--- src/hw/als_pkg.sv ---
// Purpose: Shared constants of the light sensor register bank
// Assumes: 250 MHz core clock, 8-bit registers
// Notes: Times are kept in their own units, cycles derived
package als_pkg;
  localparam int CLK_MHZ = 250;
  localparam logic [7:0] ADDR_STRAP_HI = 8'h96;
  localparam logic [7:0] ADDR_STRAP_LO = 8'h94;
  localparam logic [7:0] OFS_FLAG = 8'h00;
  localparam logic [7:0] OFS_ENABLE = 8'h01;
  localparam logic [7:0] OFS_SETUP = 8'h02;
  localparam logic [7:0] OFS_LUX_UP = 8'h03;
  localparam logic [7:0] OFS_LUX_LO = 8'h04;
  localparam logic [7:0] OFS_TOP = 8'h05;
  localparam logic [7:0] OFS_BOTTOM = 8'h06;
  localparam logic [7:0] OFS_PERSIST = 8'h07;
  localparam logic [7:0] RST_FLAG = 8'h00;
  localparam logic [7:0] RST_ENABLE = 8'h00;
  localparam logic [7:0] RST_SETUP = 8'h03;
  localparam logic [7:0] RST_LUX = 8'h00;
  localparam logic [7:0] RST_TOP = 8'hff;
  localparam logic [7:0] RST_BOTTOM = 8'h00;
  localparam logic [7:0] RST_PERSIST = 8'hff;
  localparam int BIT_ALWAYS = 7;
  localparam int BIT_MANUAL = 6;
  localparam int BIT_DIVIDE = 3;
  localparam logic [2:0] CODE_100MS = 3'h3;
  localparam logic [2:0] CODE_LONGEST = 3'h0;
  localparam logic [3:0] EXP_OVER = 4'hf;
  localparam int MEAS_PERIOD_MS = 800;
  localparam int MIN_INTEG_NS = 6250000;
  localparam int PERSIST_TICK_MS = 100;
  localparam int MEAS_PERIOD_CYC = MEAS_PERIOD_MS * 1000 * CLK_MHZ;
  localparam int MIN_INTEG_CYC = MIN_INTEG_NS / 1000 * CLK_MHZ;
  localparam int PERSIST_TICK_CYC = PERSIST_TICK_MS * 1000 * CLK_MHZ;
  typedef enum logic [2:0] {
    ALS_IDLE = 3'b000,
    ALS_ADDR = 3'b001,
    ALS_ACK = 3'b010,
    ALS_WR = 3'b011,
    ALS_RD = 3'b100,
    ALS_RACK = 3'b101
  } als_bus_st_t;
endpackage : als_pkg

--- src/hw/als_regs_irq.sv ---
// Purpose: Serial-bus register bank, measurement pacing and event logic
// Assumes: Bus pins and strap are asynchronous; conv_code_in is local
// Notes: Conversion result arrives on conv_code_in at integration end
`timescale 1ns/1ns
module als_regs_irq #(
  parameter int MEAS_PERIOD_CYC = als_pkg::MEAS_PERIOD_CYC,
  parameter int MIN_INTEG_CYC = als_pkg::MIN_INTEG_CYC,
  parameter int PERSIST_TICK_CYC = als_pkg::PERSIST_TICK_CYC
) (
  input wire logic clock_in,
  input wire logic rst_b_in,
  input wire logic addr_strap_pin_in,
  input wire logic scl_in,
  input wire logic sda_in,
  output logic sda_out,
  output logic sda_oe_out,
  output logic int_pin_out,
  output logic int_pin_oe_out,
  input wire logic [11:0] conv_code_in,
  output logic integ_active_out,
  output logic [2:0] integ_code_out,
  output logic photo_current_divide_out
);
  logic scl_s1, scl_s2, scl_d, sda_s1, sda_s2, sda_d, strap_s1, strap_s2;
  always_ff @(posedge clock_in or negedge rst_b_in)
  begin
    if (!rst_b_in)
    begin
      {scl_s1, scl_s2, scl_d, sda_s1, sda_s2, sda_d} <= 6'h3f;
      {strap_s1, strap_s2} <= 2'h0;
    end
    else
    begin
      {scl_s1, scl_s2, scl_d} <= {scl_in, scl_s1, scl_s2};
      {sda_s1, sda_s2, sda_d} <= {sda_in, sda_s1, sda_s2};
      {strap_s1, strap_s2} <= {addr_strap_pin_in, strap_s1};
    end
  end

  logic scl_rise, scl_fall, bus_start, bus_stop;
  logic [6:0] my_addr;
  assign scl_rise = scl_s2 & ~scl_d;
  assign scl_fall = ~scl_s2 & scl_d;
  assign bus_start = scl_s2 & scl_d & sda_d & ~sda_s2;
  assign bus_stop = scl_s2 & scl_d & ~sda_d & sda_s2;
  assign my_addr = strap_s2 ? als_pkg::ADDR_STRAP_HI[7:1]
                            : als_pkg::ADDR_STRAP_LO[7:1];

  als_pkg::als_bus_st_t st, next_st;
  logic [3:0] bitc, next_bitc;
  logic [7:0] sh, next_sh, idx, next_idx;
  logic rw, next_rw, have_idx, next_have_idx, nack, next_nack;
  logic sda_drv, next_sda_drv, freeze, next_freeze;
  logic flag, next_flag, enable, next_enable;
  logic [7:0] setup, next_setup, top, next_top, bottom, next_bottom;
  logic [7:0] ptimer, next_ptimer;
  logic wr_en, rd_clr, en_clr, addr_hit, ev_set;
  logic [7:0] lux_up;
  logic [3:0] lux_lo;
  logic [2:0] auto_code, eff_code;
  logic auto_cdr, eff_cdr;

  assign eff_code = setup[als_pkg::BIT_MANUAL] ? setup[2:0] : auto_code;
  assign eff_cdr = setup[als_pkg::BIT_MANUAL] ?
                   setup[als_pkg::BIT_DIVIDE] : auto_cdr;

  // Unimplemented indices and bits read as zero
  function automatic logic [7:0] rd_mux(input logic [7:0] a);
    case (a)
      als_pkg::OFS_FLAG: rd_mux = {7'h0, flag};
      als_pkg::OFS_ENABLE: rd_mux = {7'h0, enable};
      als_pkg::OFS_SETUP: rd_mux = {setup[7:6], 2'h0, eff_cdr, eff_code};
      als_pkg::OFS_LUX_UP: rd_mux = lux_up;
      als_pkg::OFS_LUX_LO: rd_mux = {4'h0, lux_lo};
      als_pkg::OFS_TOP: rd_mux = top;
      als_pkg::OFS_BOTTOM: rd_mux = bottom;
      als_pkg::OFS_PERSIST: rd_mux = ptimer;
      default: rd_mux = 8'h00;
    endcase
  endfunction : rd_mux

  always_comb
  begin
    next_st = st;
    next_bitc = bitc;
    next_sh = sh;
    next_idx = idx;
    next_rw = rw;
    next_have_idx = have_idx;
    next_nack = nack;
    next_sda_drv = sda_drv;
    next_freeze = freeze;
    wr_en = 1'b0;
    rd_clr = 1'b0;
    addr_hit = 1'b0;
    if (bus_stop)
    begin
      next_st = als_pkg::ALS_IDLE;
      next_freeze = 1'b0;
      next_sda_drv = 1'b0;
    end
    else if (bus_start)
    begin
      next_st = als_pkg::ALS_ADDR;
      next_bitc = 4'h0;
      next_sda_drv = 1'b0;
    end
    else if (scl_rise)
    begin
      if (st == als_pkg::ALS_ADDR || st == als_pkg::ALS_WR)
      begin
        next_sh = {sh[6:0], sda_s2};
        next_bitc = bitc + 4'h1;
      end
      else if (st == als_pkg::ALS_RACK)
        next_nack = sda_s2;
    end
    else if (scl_fall)
    begin
      case (st)
        als_pkg::ALS_ADDR:
          if (bitc == 4'h8)
          begin
            if (sh[7:1] == my_addr)
            begin
              addr_hit = 1'b1;
              next_sda_drv = 1'b1;
              next_rw = sh[0];
              next_freeze = 1'b1;
              next_have_idx = sh[0] & have_idx;
              next_st = als_pkg::ALS_ACK;
            end
            else
              next_st = als_pkg::ALS_IDLE;
          end
        als_pkg::ALS_WR:
          if (bitc == 4'h8)
          begin
            next_sda_drv = 1'b1;
            next_st = als_pkg::ALS_ACK;
            next_have_idx = 1'b1;
            if (!have_idx)
              next_idx = sh;
            else
              wr_en = 1'b1;
          end
        als_pkg::ALS_ACK, als_pkg::ALS_RACK:
          if (st == als_pkg::ALS_RACK && nack)
          begin
            next_sda_drv = 1'b0;
            next_st = als_pkg::ALS_IDLE;
          end
          else if (rw)
          begin
            next_sh = rd_mux(idx);
            next_sda_drv = ~next_sh[7];
            next_bitc = 4'h0;
            next_st = als_pkg::ALS_RD;
            rd_clr = (idx == als_pkg::OFS_FLAG);
          end
          else
          begin
            next_sda_drv = 1'b0;
            next_bitc = 4'h0;
            next_st = als_pkg::ALS_WR;
          end
        als_pkg::ALS_RD:
          if (bitc == 4'h7)
          begin
            next_sda_drv = 1'b0;
            next_st = als_pkg::ALS_RACK;
          end
          else
          begin
            next_sh = {sh[6:0], 1'b0};
            next_sda_drv = ~sh[6];
            next_bitc = bitc + 4'h1;
          end
        default: next_st = als_pkg::ALS_IDLE;
      endcase
    end
  end

  always_comb
  begin
    next_enable = enable;
    next_setup = setup;
    next_top = top;
    next_bottom = bottom;
    next_ptimer = ptimer;
    if (wr_en)
    begin
      case (idx)
        als_pkg::OFS_ENABLE: next_enable = sh[0];
        als_pkg::OFS_SETUP:
          // Code and divide only stick when written in manual mode
          next_setup = sh[als_pkg::BIT_MANUAL] ?
                       {sh[7:6], 2'h0, sh[3:0]} :
                       {sh[7:6], 2'h0, setup[3:0]};
        als_pkg::OFS_TOP: next_top = sh;
        als_pkg::OFS_BOTTOM: next_bottom = sh;
        als_pkg::OFS_PERSIST: next_ptimer = sh;
        default: next_enable = enable;
      endcase
    end
    // A new event wins over a status-read clear in the same cycle
    next_flag = (flag & ~rd_clr & ~en_clr) | ev_set;
  end

  always_ff @(posedge clock_in or negedge rst_b_in)
  begin
    if (!rst_b_in)
    begin
      st <= als_pkg::ALS_IDLE;
      bitc <= 4'h0;
      sh <= 8'h00;
      idx <= 8'h00;
      {rw, have_idx, nack, sda_drv, freeze} <= 5'h0;
      flag <= als_pkg::RST_FLAG[0];
      enable <= als_pkg::RST_ENABLE[0];
      setup <= als_pkg::RST_SETUP;
      top <= als_pkg::RST_TOP;
      bottom <= als_pkg::RST_BOTTOM;
      ptimer <= als_pkg::RST_PERSIST;
    end
    else
    begin
      st <= next_st;
      bitc <= next_bitc;
      sh <= next_sh;
      idx <= next_idx;
      {rw, have_idx, nack, sda_drv, freeze} <=
        {next_rw, next_have_idx, next_nack, next_sda_drv, next_freeze};
      flag <= next_flag;
      enable <= next_enable;
      setup <= next_setup;
      top <= next_top;
      bottom <= next_bottom;
      ptimer <= next_ptimer;
    end
  end

  // Measurement pacing, autoranging, result capture and persistence
  logic [31:0] integ_cnt, next_integ_cnt, gap_cnt, next_gap_cnt;
  logic [31:0] tick_cnt, next_tick_cnt, integ_len;
  logic integ_on, next_integ_on, pend, next_pend;
  logic [11:0] pend_code, next_pend_code, new_code;
  logic [7:0] next_lux_up;
  logic [3:0] next_lux_lo;
  logic [2:0] next_auto_code;
  logic next_auto_cdr;
  logic [8:0] pcount, next_pcount;
  logic conv_done, gap_hit, tick, meas_start, out_win, have;

  assign integ_len = 32'(MIN_INTEG_CYC) << (3'h7 - eff_code);
  // Ends at once if a shorter code cuts a running integration, no hang
  assign conv_done = integ_on && (integ_cnt >= integ_len - 32'h1);
  assign gap_hit = (gap_cnt == 32'(MEAS_PERIOD_CYC) - 32'h1);
  assign tick = (tick_cnt == 32'(PERSIST_TICK_CYC) - 32'h1);
  assign meas_start = (!integ_on || conv_done) &&
                      (setup[als_pkg::BIT_ALWAYS] || gap_hit);
  assign out_win = (lux_up > top) || (lux_up < bottom);
  assign en_clr = wr_en && idx == als_pkg::OFS_ENABLE && !sh[0];
  // Disable write blocks a same-cycle event: no flag with enable off
  assign ev_set = enable && !en_clr && out_win &&
                  (pcount > {1'b0, ptimer});

  always_comb
  begin
    next_gap_cnt = gap_hit ? 32'h0 : gap_cnt + 32'h1;
    next_tick_cnt = tick ? 32'h0 : tick_cnt + 32'h1;
    next_integ_on = meas_start ? 1'b1 : (conv_done ? 1'b0 : integ_on);
    next_integ_cnt = meas_start ? 32'h0 : integ_cnt + 32'h1;
    next_auto_code = auto_code;
    next_auto_cdr = auto_cdr;
    if (conv_done)
    begin
      // Step toward shorter time or divided current on overrange
      if (conv_code_in[11:8] == als_pkg::EXP_OVER)
      begin
        if (auto_code != als_pkg::CODE_100MS)
          next_auto_code = auto_code + 3'h1;
        else
          next_auto_cdr = 1'b1;
      end
      else if (conv_code_in[11:4] == 8'h00)
      begin
        if (auto_cdr)
          next_auto_cdr = 1'b0;
        else if (auto_code != als_pkg::CODE_LONGEST)
          next_auto_code = auto_code - 3'h1;
      end
    end
    // A result held off by a bus access is posted after stop
    have = conv_done | pend;
    new_code = conv_done ? conv_code_in : pend_code;
    next_lux_up = lux_up;
    next_lux_lo = lux_lo;
    next_pend = have;
    next_pend_code = new_code;
    if (have && !freeze)
    begin
      next_lux_up = new_code[11:4];
      next_lux_lo = new_code[3:0];
      next_pend = 1'b0;
    end
    if (!out_win)
      next_pcount = 9'h000;
    else if (tick && pcount != 9'h1ff)
      next_pcount = pcount + 9'h001;
    else
      next_pcount = pcount;
  end

  always_ff @(posedge clock_in or negedge rst_b_in)
  begin
    if (!rst_b_in)
    begin
      gap_cnt <= 32'h0;
      tick_cnt <= 32'h0;
      integ_cnt <= 32'h0;
      integ_on <= 1'b0;
      auto_code <= als_pkg::CODE_100MS;
      auto_cdr <= 1'b0;
      pend <= 1'b0;
      pend_code <= 12'h000;
      lux_up <= als_pkg::RST_LUX;
      lux_lo <= als_pkg::RST_LUX[3:0];
      pcount <= 9'h000;
    end
    else
    begin
      gap_cnt <= next_gap_cnt;
      tick_cnt <= next_tick_cnt;
      integ_cnt <= next_integ_cnt;
      integ_on <= next_integ_on;
      auto_code <= next_auto_code;
      auto_cdr <= next_auto_cdr;
      pend <= next_pend;
      pend_code <= next_pend_code;
      lux_up <= next_lux_up;
      lux_lo <= next_lux_lo;
      pcount <= next_pcount;
    end
  end

  // Both pins are open drain: the low level is fixed, the enable acts
  assign sda_out = 1'b0;
  assign sda_oe_out = sda_drv;
  assign int_pin_out = 1'b0;
  assign int_pin_oe_out = flag;
  assign integ_active_out = integ_on;
  assign integ_code_out = eff_code;
  assign photo_current_divide_out = eff_cdr;
endmodule : als_regs_irq

--- config.mk ---
export PLATFORM = sky130hd
export DESIGN_NAME = als_regs_irq
export DESIGN_NICKNAME = d
export VERILOG_FILES = /design/src/hw/als_pkg.sv /design/src/hw/als_regs_irq.sv
export SDC_FILE = /design/constraint.sdc
export NUM_CORES = 1
export LEC_CHECK = 0
export BUFFER_PORTS_ARGS = -buffer_cell sky130_fd_sc_hd__buf_2
export CORE_MARGIN = 1
export CORE_UTILIZATION = 35
export DETAILED_ROUTE_END_ITERATION = 10
export GPL_ROUTABILITY_DRIVEN = 0
export PLACE_DENSITY = 0.57
export SLEW_MARGIN = 10
export SYNTH_ARGS = -nofsm -noshare
export SYNTH_HDL_FRONTEND = slang
export SYNTH_SLANG_ARGS = --single-unit
--- constraint.sdc ---
create_clock -name clock_in -period 3.9 [get_ports clock_in]
set_input_delay 0.78 -clock clock_in [delete_from_list [all_inputs] [get_ports clock_in]]
set_output_delay 0.78 -clock clock_in [all_outputs]
set_load 0.1 [all_outputs]
# Word-level counts from Yosys, hierarchy flattened

Cells that the tools add are included.

Bits of input ports: 17
Flip-flop bits (word level): 205
Word-level logic and storage cells: 255

Bitwise logic cells: 25
$lt $le $gt $ge: 4
Eq/ne operators: 41
Add/sub/neg operators: 9
Multiplexer cells: 87
Reduce and logical (&&, ||, !) cells: 53
Shift-type cells: 1

Operators by type and width:

| operator                                              | number |
|---|---|
| 2-to-1 mux 8 bit                                      | 13 |
| adder 32 x 1 -> 32 bit, second input constant         | 3 |
| 2-to-1 mux 32 bit                                     | 3 |
| one-hot mux 8 bit (8 select lines)                    | 1 |
| 2-to-1 mux 3 bit                                      | 15 |
| 2-to-1 mux 1 bit                                      | 39 |
| equality test 32 x 25 -> 1 bit, second input constant | 1 |
| equality test 32 x 28 -> 1 bit, second input constant | 1 |
| equality test 8 x 3 -> 1 bit, second input constant   | 4 |
| greater-or-equal comparator 32 bit                    | 1 |
| left shift 21 x 3 -> 32 bit, first input constant     | 1 |
| subtractor 32 x 1 -> 32 bit, second input constant    | 1 |
| 2-to-1 mux 4 bit                                      | 6 |
| 2-to-1 mux 9 bit                                      | 2 |
| != test 2 x 1 -> 1 bit, second input constant         | 9 |
| AND reduction 6 bit                                   | 3 |
| nonzero test 2 bit                                    | 9 |
| equality test 8 x 2 -> 1 bit, second input constant   | 2 |
| logical NOT 8 bit                                     | 2 |
| one-hot mux 8 bit (2 select lines)                    | 1 |
| AND reduction 8 bit                                   | 2 |
| AND reduction 5 bit                                   | 3 |
| AND reduction 7 bit                                   | 2 |
| inverter 1 bit                                        | 13 |
| other kinds (40)                                      | 83 |

# Logic depth before layout (Yosys ltp)

Word-level depth: 17
Gate-level depth with buffers: 16
Gate-level depth less buffers: 13

# Worst setup path after synthesis

Ideal clock, no wire load.

Kind: register -> register
Start point: register setup[6]
End point: register pend_code[10]
Clock period less this slack: 3.877 ns
Cell stages (with the launch flop): 15
Data required time: 3.775 ns
Path buffers: 3
Data arrival time: 3.752 ns
Slack: 0.023 ns
Cell sequence: dfrtp_1 > clkbuf_1 > mux2i_1 > inv_1 > nor2_1 > nand2_1 > ha_1 > nand4_1 > nor3_1 > a2111oi_2 > o21ai_1 > o21ai_2 > buf_2 > buf_4 > mux2_2

Word-level cells in the longest chain between the ends: 7

RTL lines:

| element                            | line                | RTL |
|---|---|---|
| start, declared                    | als_regs_irq.sv:55  | `logic [7:0] setup, next_setup, top, next_top, bottom, next_bottom;` |
| start signal, assigned             | als_regs_irq.sv:221 | `setup <= als_pkg::RST_SETUP;` |
| start signal, assigned             | als_regs_irq.sv:236 | `setup <= next_setup;` |
| 2-to-1 mux 3 bit                   | als_regs_irq.sv:63  | `assign eff_code = setup[als_pkg::BIT_MANUAL] ? setup[2:0] : auto_code;` |
| named net integ_code_out[1]        | als_regs_irq.sv:21  | `output logic [2:0] integ_code_out,` |
| subtractor 3 bit                   | als_regs_irq.sv:255 | `assign integ_len = 32'(MIN_INTEG_CYC) << (3'h7 - eff_code);` |
| left shift 21 x 3 -> 32 bit        | als_regs_irq.sv:255 |  |
| subtractor 32 x 1 -> 32 bit        | als_regs_irq.sv:257 | `assign conv_done = integ_on && (integ_cnt >= integ_len - 32'h1);` |
| greater-or-equal comparator 32 bit | als_regs_irq.sv:257 |  |
| logical AND 1 bit                  | als_regs_irq.sv:257 |  |
| 2-to-1 mux 12 bit                  | als_regs_irq.sv:296 | `new_code = conv_done ? conv_code_in : pend_code;` |
| named net new_code[10]             | als_regs_irq.sv:247 | `logic [11:0] pend_code, next_pend_code, new_code;` |
| end signal, assigned               | als_regs_irq.sv:340 | `pend_code <= next_pend_code;` |
| end, declared                      | als_regs_irq.sv:247 |  |

The timed path passes the listed nets, and every way through them passes these cells.
A chain may end at the register's enable or synchronous reset.

# Worst setup path after layout

Start point: register setup[6]
End point: register auto_code[1]

Word-level cells in the longest chain between the ends: 7

RTL lines:

| element                            | line                | RTL |
|---|---|---|
| 2-to-1 mux 3 bit                   | als_regs_irq.sv:63  |  |
| subtractor 3 bit                   | als_regs_irq.sv:255 |  |
| left shift 21 x 3 -> 32 bit        | als_regs_irq.sv:255 |  |
| subtractor 32 x 1 -> 32 bit        | als_regs_irq.sv:257 |  |
| greater-or-equal comparator 32 bit | als_regs_irq.sv:257 |  |
| logical AND 1 bit                  | als_regs_irq.sv:257 |  |
| AND reduction 5 bit (no line)      | -                   |  |
| end signal, assigned               | als_regs_irq.sv:323 | `auto_code <= als_pkg::CODE_100MS;` |
| end signal, assigned               | als_regs_irq.sv:337 | `auto_code <= next_auto_code;` |
| end, declared                      | als_regs_irq.sv:60  | `logic [2:0] auto_code, eff_code;` |

Every way passes these cells.

==> results.sh <==
export IMPL_hpwl_mm=16.9
export IMPL_cts_htree_levels=1
export IMPL_routedWlPerCell_um=15.6
export IMPL_diodes=0
export IMPL_synth_simple_area_share_pct=20.5
export IMPL_drc_errors=0
export IMPL_synth_seq_cells=203
export IMPL_hold_slack_ns=0.246
export IMPL_synth_compound_area_share_pct=8.28
export IMPL_cts_buffers_inserted=24
export IMPL_synth_top_family_by_area="simple AND/OR/NAND/NOR gates"
export IMPL_setup_viol=0
export IMPL_cts_resized=0
export IMPL_drv_slew=0
export IMPL_power_frac_comb_pct=4.6
export IMPL_fillers=3035
export IMPL_slew_headroom_pct=23.5
export IMPL_die_area_um2=32500
export IMPL_final_util_pct=40.6
export IMPL_synth_edff_count=0
export IMPL_final_setup_tns_ns=0
export IMPL_grt_overflow_total=0
export IMPL_vias=8073
export IMPL_final_common_cell="dfrtp_1"
export IMPL_critPathArrivalTime_ns=3.91
export IMPL_clkPwrFrac_pct=49.6
export IMPL_worstHoldPathType="in -> async"
export IMPL_status="complete, no violations"
export IMPL_grt_max_degree=79
export IMPL_critPathKind="reg -> reg"
export IMPL_clkTransAtPathRegs_ns=0.06
export IMPL_grt_first_pass_wirelength_mm=41.4
export IMPL_post_cts_buffers=0
export IMPL_p_int_mw=3.69
export IMPL_power_density_nw_per_um2=380
export IMPL_antenna_found_initial=0
export IMPL_syn2layout_area_growth_pct=12.9
export IMPL_async_flop_share_pct=100
export IMPL_cap_violations=0
export IMPL_clock_sinks=203
export IMPL_die_h_um=180
export IMPL_start_util_pct=36.0
export IMPL_muxShareOfSynthArea_pct=7.29
export IMPL_final_cell_mix="dfrtp_1 (177), nor2_1 (136), nand2_1 (103)"
export IMPL_syn_inst=1114
export IMPL_clock_latency_ns=0.53
export IMPL_fin_area_um2=12600
export IMPL_p_seq_share_pct=45.8
export IMPL_cp_start_kind="flip-flop"
export IMPL_grt_pass1_vias=8040
export IMPL_routed_wl_mm=24.2
export IMPL_die_w_um=180
export IMPL_core_um2=30900
export IMPL_top_level_ports=26
export IMPL_yosysSeqAreaShare_pct=46.0
export IMPL_ir_drop_mv=0.291
export IMPL_critPathCaptureType="flip-flop"
export IMPL_finalCritPeriodShare_pct=88.8
export IMPL_rr_worst_depth=13
export IMPL_synth_area_per_cell_um2=9.99
export IMPL_nets=1219
export IMPL_reg2reg_to="auto_code[1]"
export IMPL_synth_fa_ha_area_share_pct=6.82
export IMPL_dpl_worst_slack_ns=0.442
export IMPL_p_sw_mw=1.09
export IMPL_drt_initial_drc_count=487
export IMPL_drive_gt1_share_pct=15.9
export IMPL_placed_area_um2=11700
export IMPL_yosys_warnings=0
export IMPL_tritoncts="done"
export IMPL_root_buffer="clkbuf_16"
export IMPL_drt_pre_antenna_iters=6
export IMPL_rows=64
export IMPL_grtUsageTotal_pct=15.4
export IMPL_rrSetupSlack_ns=0.44
export IMPL_layout_setup_ws_ns=0.438
export IMPL_max_clock_path_buffers=3
export IMPL_r2r_start="setup[6]"
export IMPL_ys_flop_type="dfrtp_1"
export IMPL_ant_nets=0
export IMPL_hold_viol_final=0
export IMPL_switching_share_pct=22.8
export IMPL_timing_final_crit_period_ns=3.46
export IMPL_leakage_nw=5.62
export IMPL_fin_worst_skew_ns=0.0233
export IMPL_syn_area_um2=11100
export IMPL_tightest_slew_ns=1.14
export IMPL_portBuffers=23
export IMPL_vias_per_cell=5.19
export IMPL_max_freq_mhz=289
export IMPL_rsz0062_at_grt="false"
export IMPL_cts_hold_buf=0
export IMPL_required_ns=4.35
export IMPL_synth_xor_area_share_pct=7.87
export IMPL_ys_types=71
export IMPL_critPathMaxFanout=49
-- per-stage QoR --
step           power [mW]  cells
2_1_floorplan        2.35   1115
3_3_place_gp         2.45   1512
3_5_place_dp         2.45   1512
4_1_cts              4.86   1556
5_1_grt              4.96   1556
6_report             4.78   1556
-- layout make-up --
type,count,area [um2],area share (%)
clock buffers,32,671,5.34
clock inverters,12,171,1.36
inverters,50,188,1.49
multi-input cells,826,5670,45.1
flip-flops and latches,203,5110,40.7
well taps,396,495,3.94
repair buffers,37,254,2.02
-- worst max path at each step --
stage                          to  startpoint  cells after the start
floorplan           pend_code[10]    setup[6]                     14
global placement     auto_code[1]    setup[6]                     13
detailed placement      lux_up[0]    setup[6]                     13
CTS                  auto_code[1]    setup[6]                     13
global route         auto_code[1]    setup[6]                     13
finish               auto_code[1]    setup[6]                     13
-- cells by family after synthesis --
family	Yosys count
simple gates	455
flops	203
compound gates	142
xor+xnor	100
buf+inv	86
mux	67
fa+ha+maj	60
other cells	1
-- cells in the mapped netlist, types with 8 or more instances --
cell	count	area, um2
dfrtp_1	177	4430
nor2_1	136	510
nand2_1	103	387
ha_1	59	738
xnor2_1	52	455
mux2_2	51	574
inv_1	49	184
xor2_1	48	420
a21oi_1	39	195
nand3_1	38	190
o21ai_0	36	180
nand4_1	33	206
and3_1	28	175
dfstp_2	26	683
clkbuf_1	20	75.1
nor3_1	16	80.1
or3_1	14	87.6
nor3b_1	13	97.6
buf_2	11	55.1
nor4_1	11	68.8
nand2b_1	10	62.6
mux2i_1	9	90.1
a22oi_1	8	60.1
a32o_1	8	80.1
and2_1	8	50.1
nor2_2	8	50.1
nor2b_1	8	50.1
-- critical path, cell delays in order (launching register included) --
cell and delay, ns:
dfrtp_1 0.48, mux2i_1 0.28, clkinv_1 0.31, nor2_1 0.23
inv_1 0.08, ha_1 0.30, nand4_1 0.12, nor3_1 0.34
a2111oi_2 0.12, o21ai_1 0.19, o21ai_4 0.10, buf_12 0.18
or2_2 0.33, mux2_1 0.31
-- sequential cells by signal (all words and copies together) (netlist names), 3 cells and up --
name and cells:
auto_code 3, bitc 4, bottom 8, gap_cnt 32, idx 8, integ_cnt 32, lux_lo 4, lux_up 8
pcount 9, pend_code 12, ptimer 8, setup 6, sh 8, st 3, tick_cnt 32, top 8
-- per-layer routing --
layer  vias up  track usage, %  routed length [um]
li1       3964               -                   -
met1      3945            21.7               11700
met2       134            24.9               11100
met3        30            2.10                 918
met4         0            3.86                 480
met5         -               0                   0
-- power by group through the flow --
stage / logic (mW) / registers (mW) / clock network (mW)
5_1_grt: 0.250 / 2.19 / 2.51
2_1_floorplan: 0.143 / 2.21 / 0
4_1_cts: 0.224 / 2.19 / 2.45
6_report: 0.219 / 2.19 / 2.37
3_3_place_gp: 0.220 / 2.23 / 0
3_5_place_dp: 0.223 / 2.23 / 0
Power figures use the tool's default switching activity.
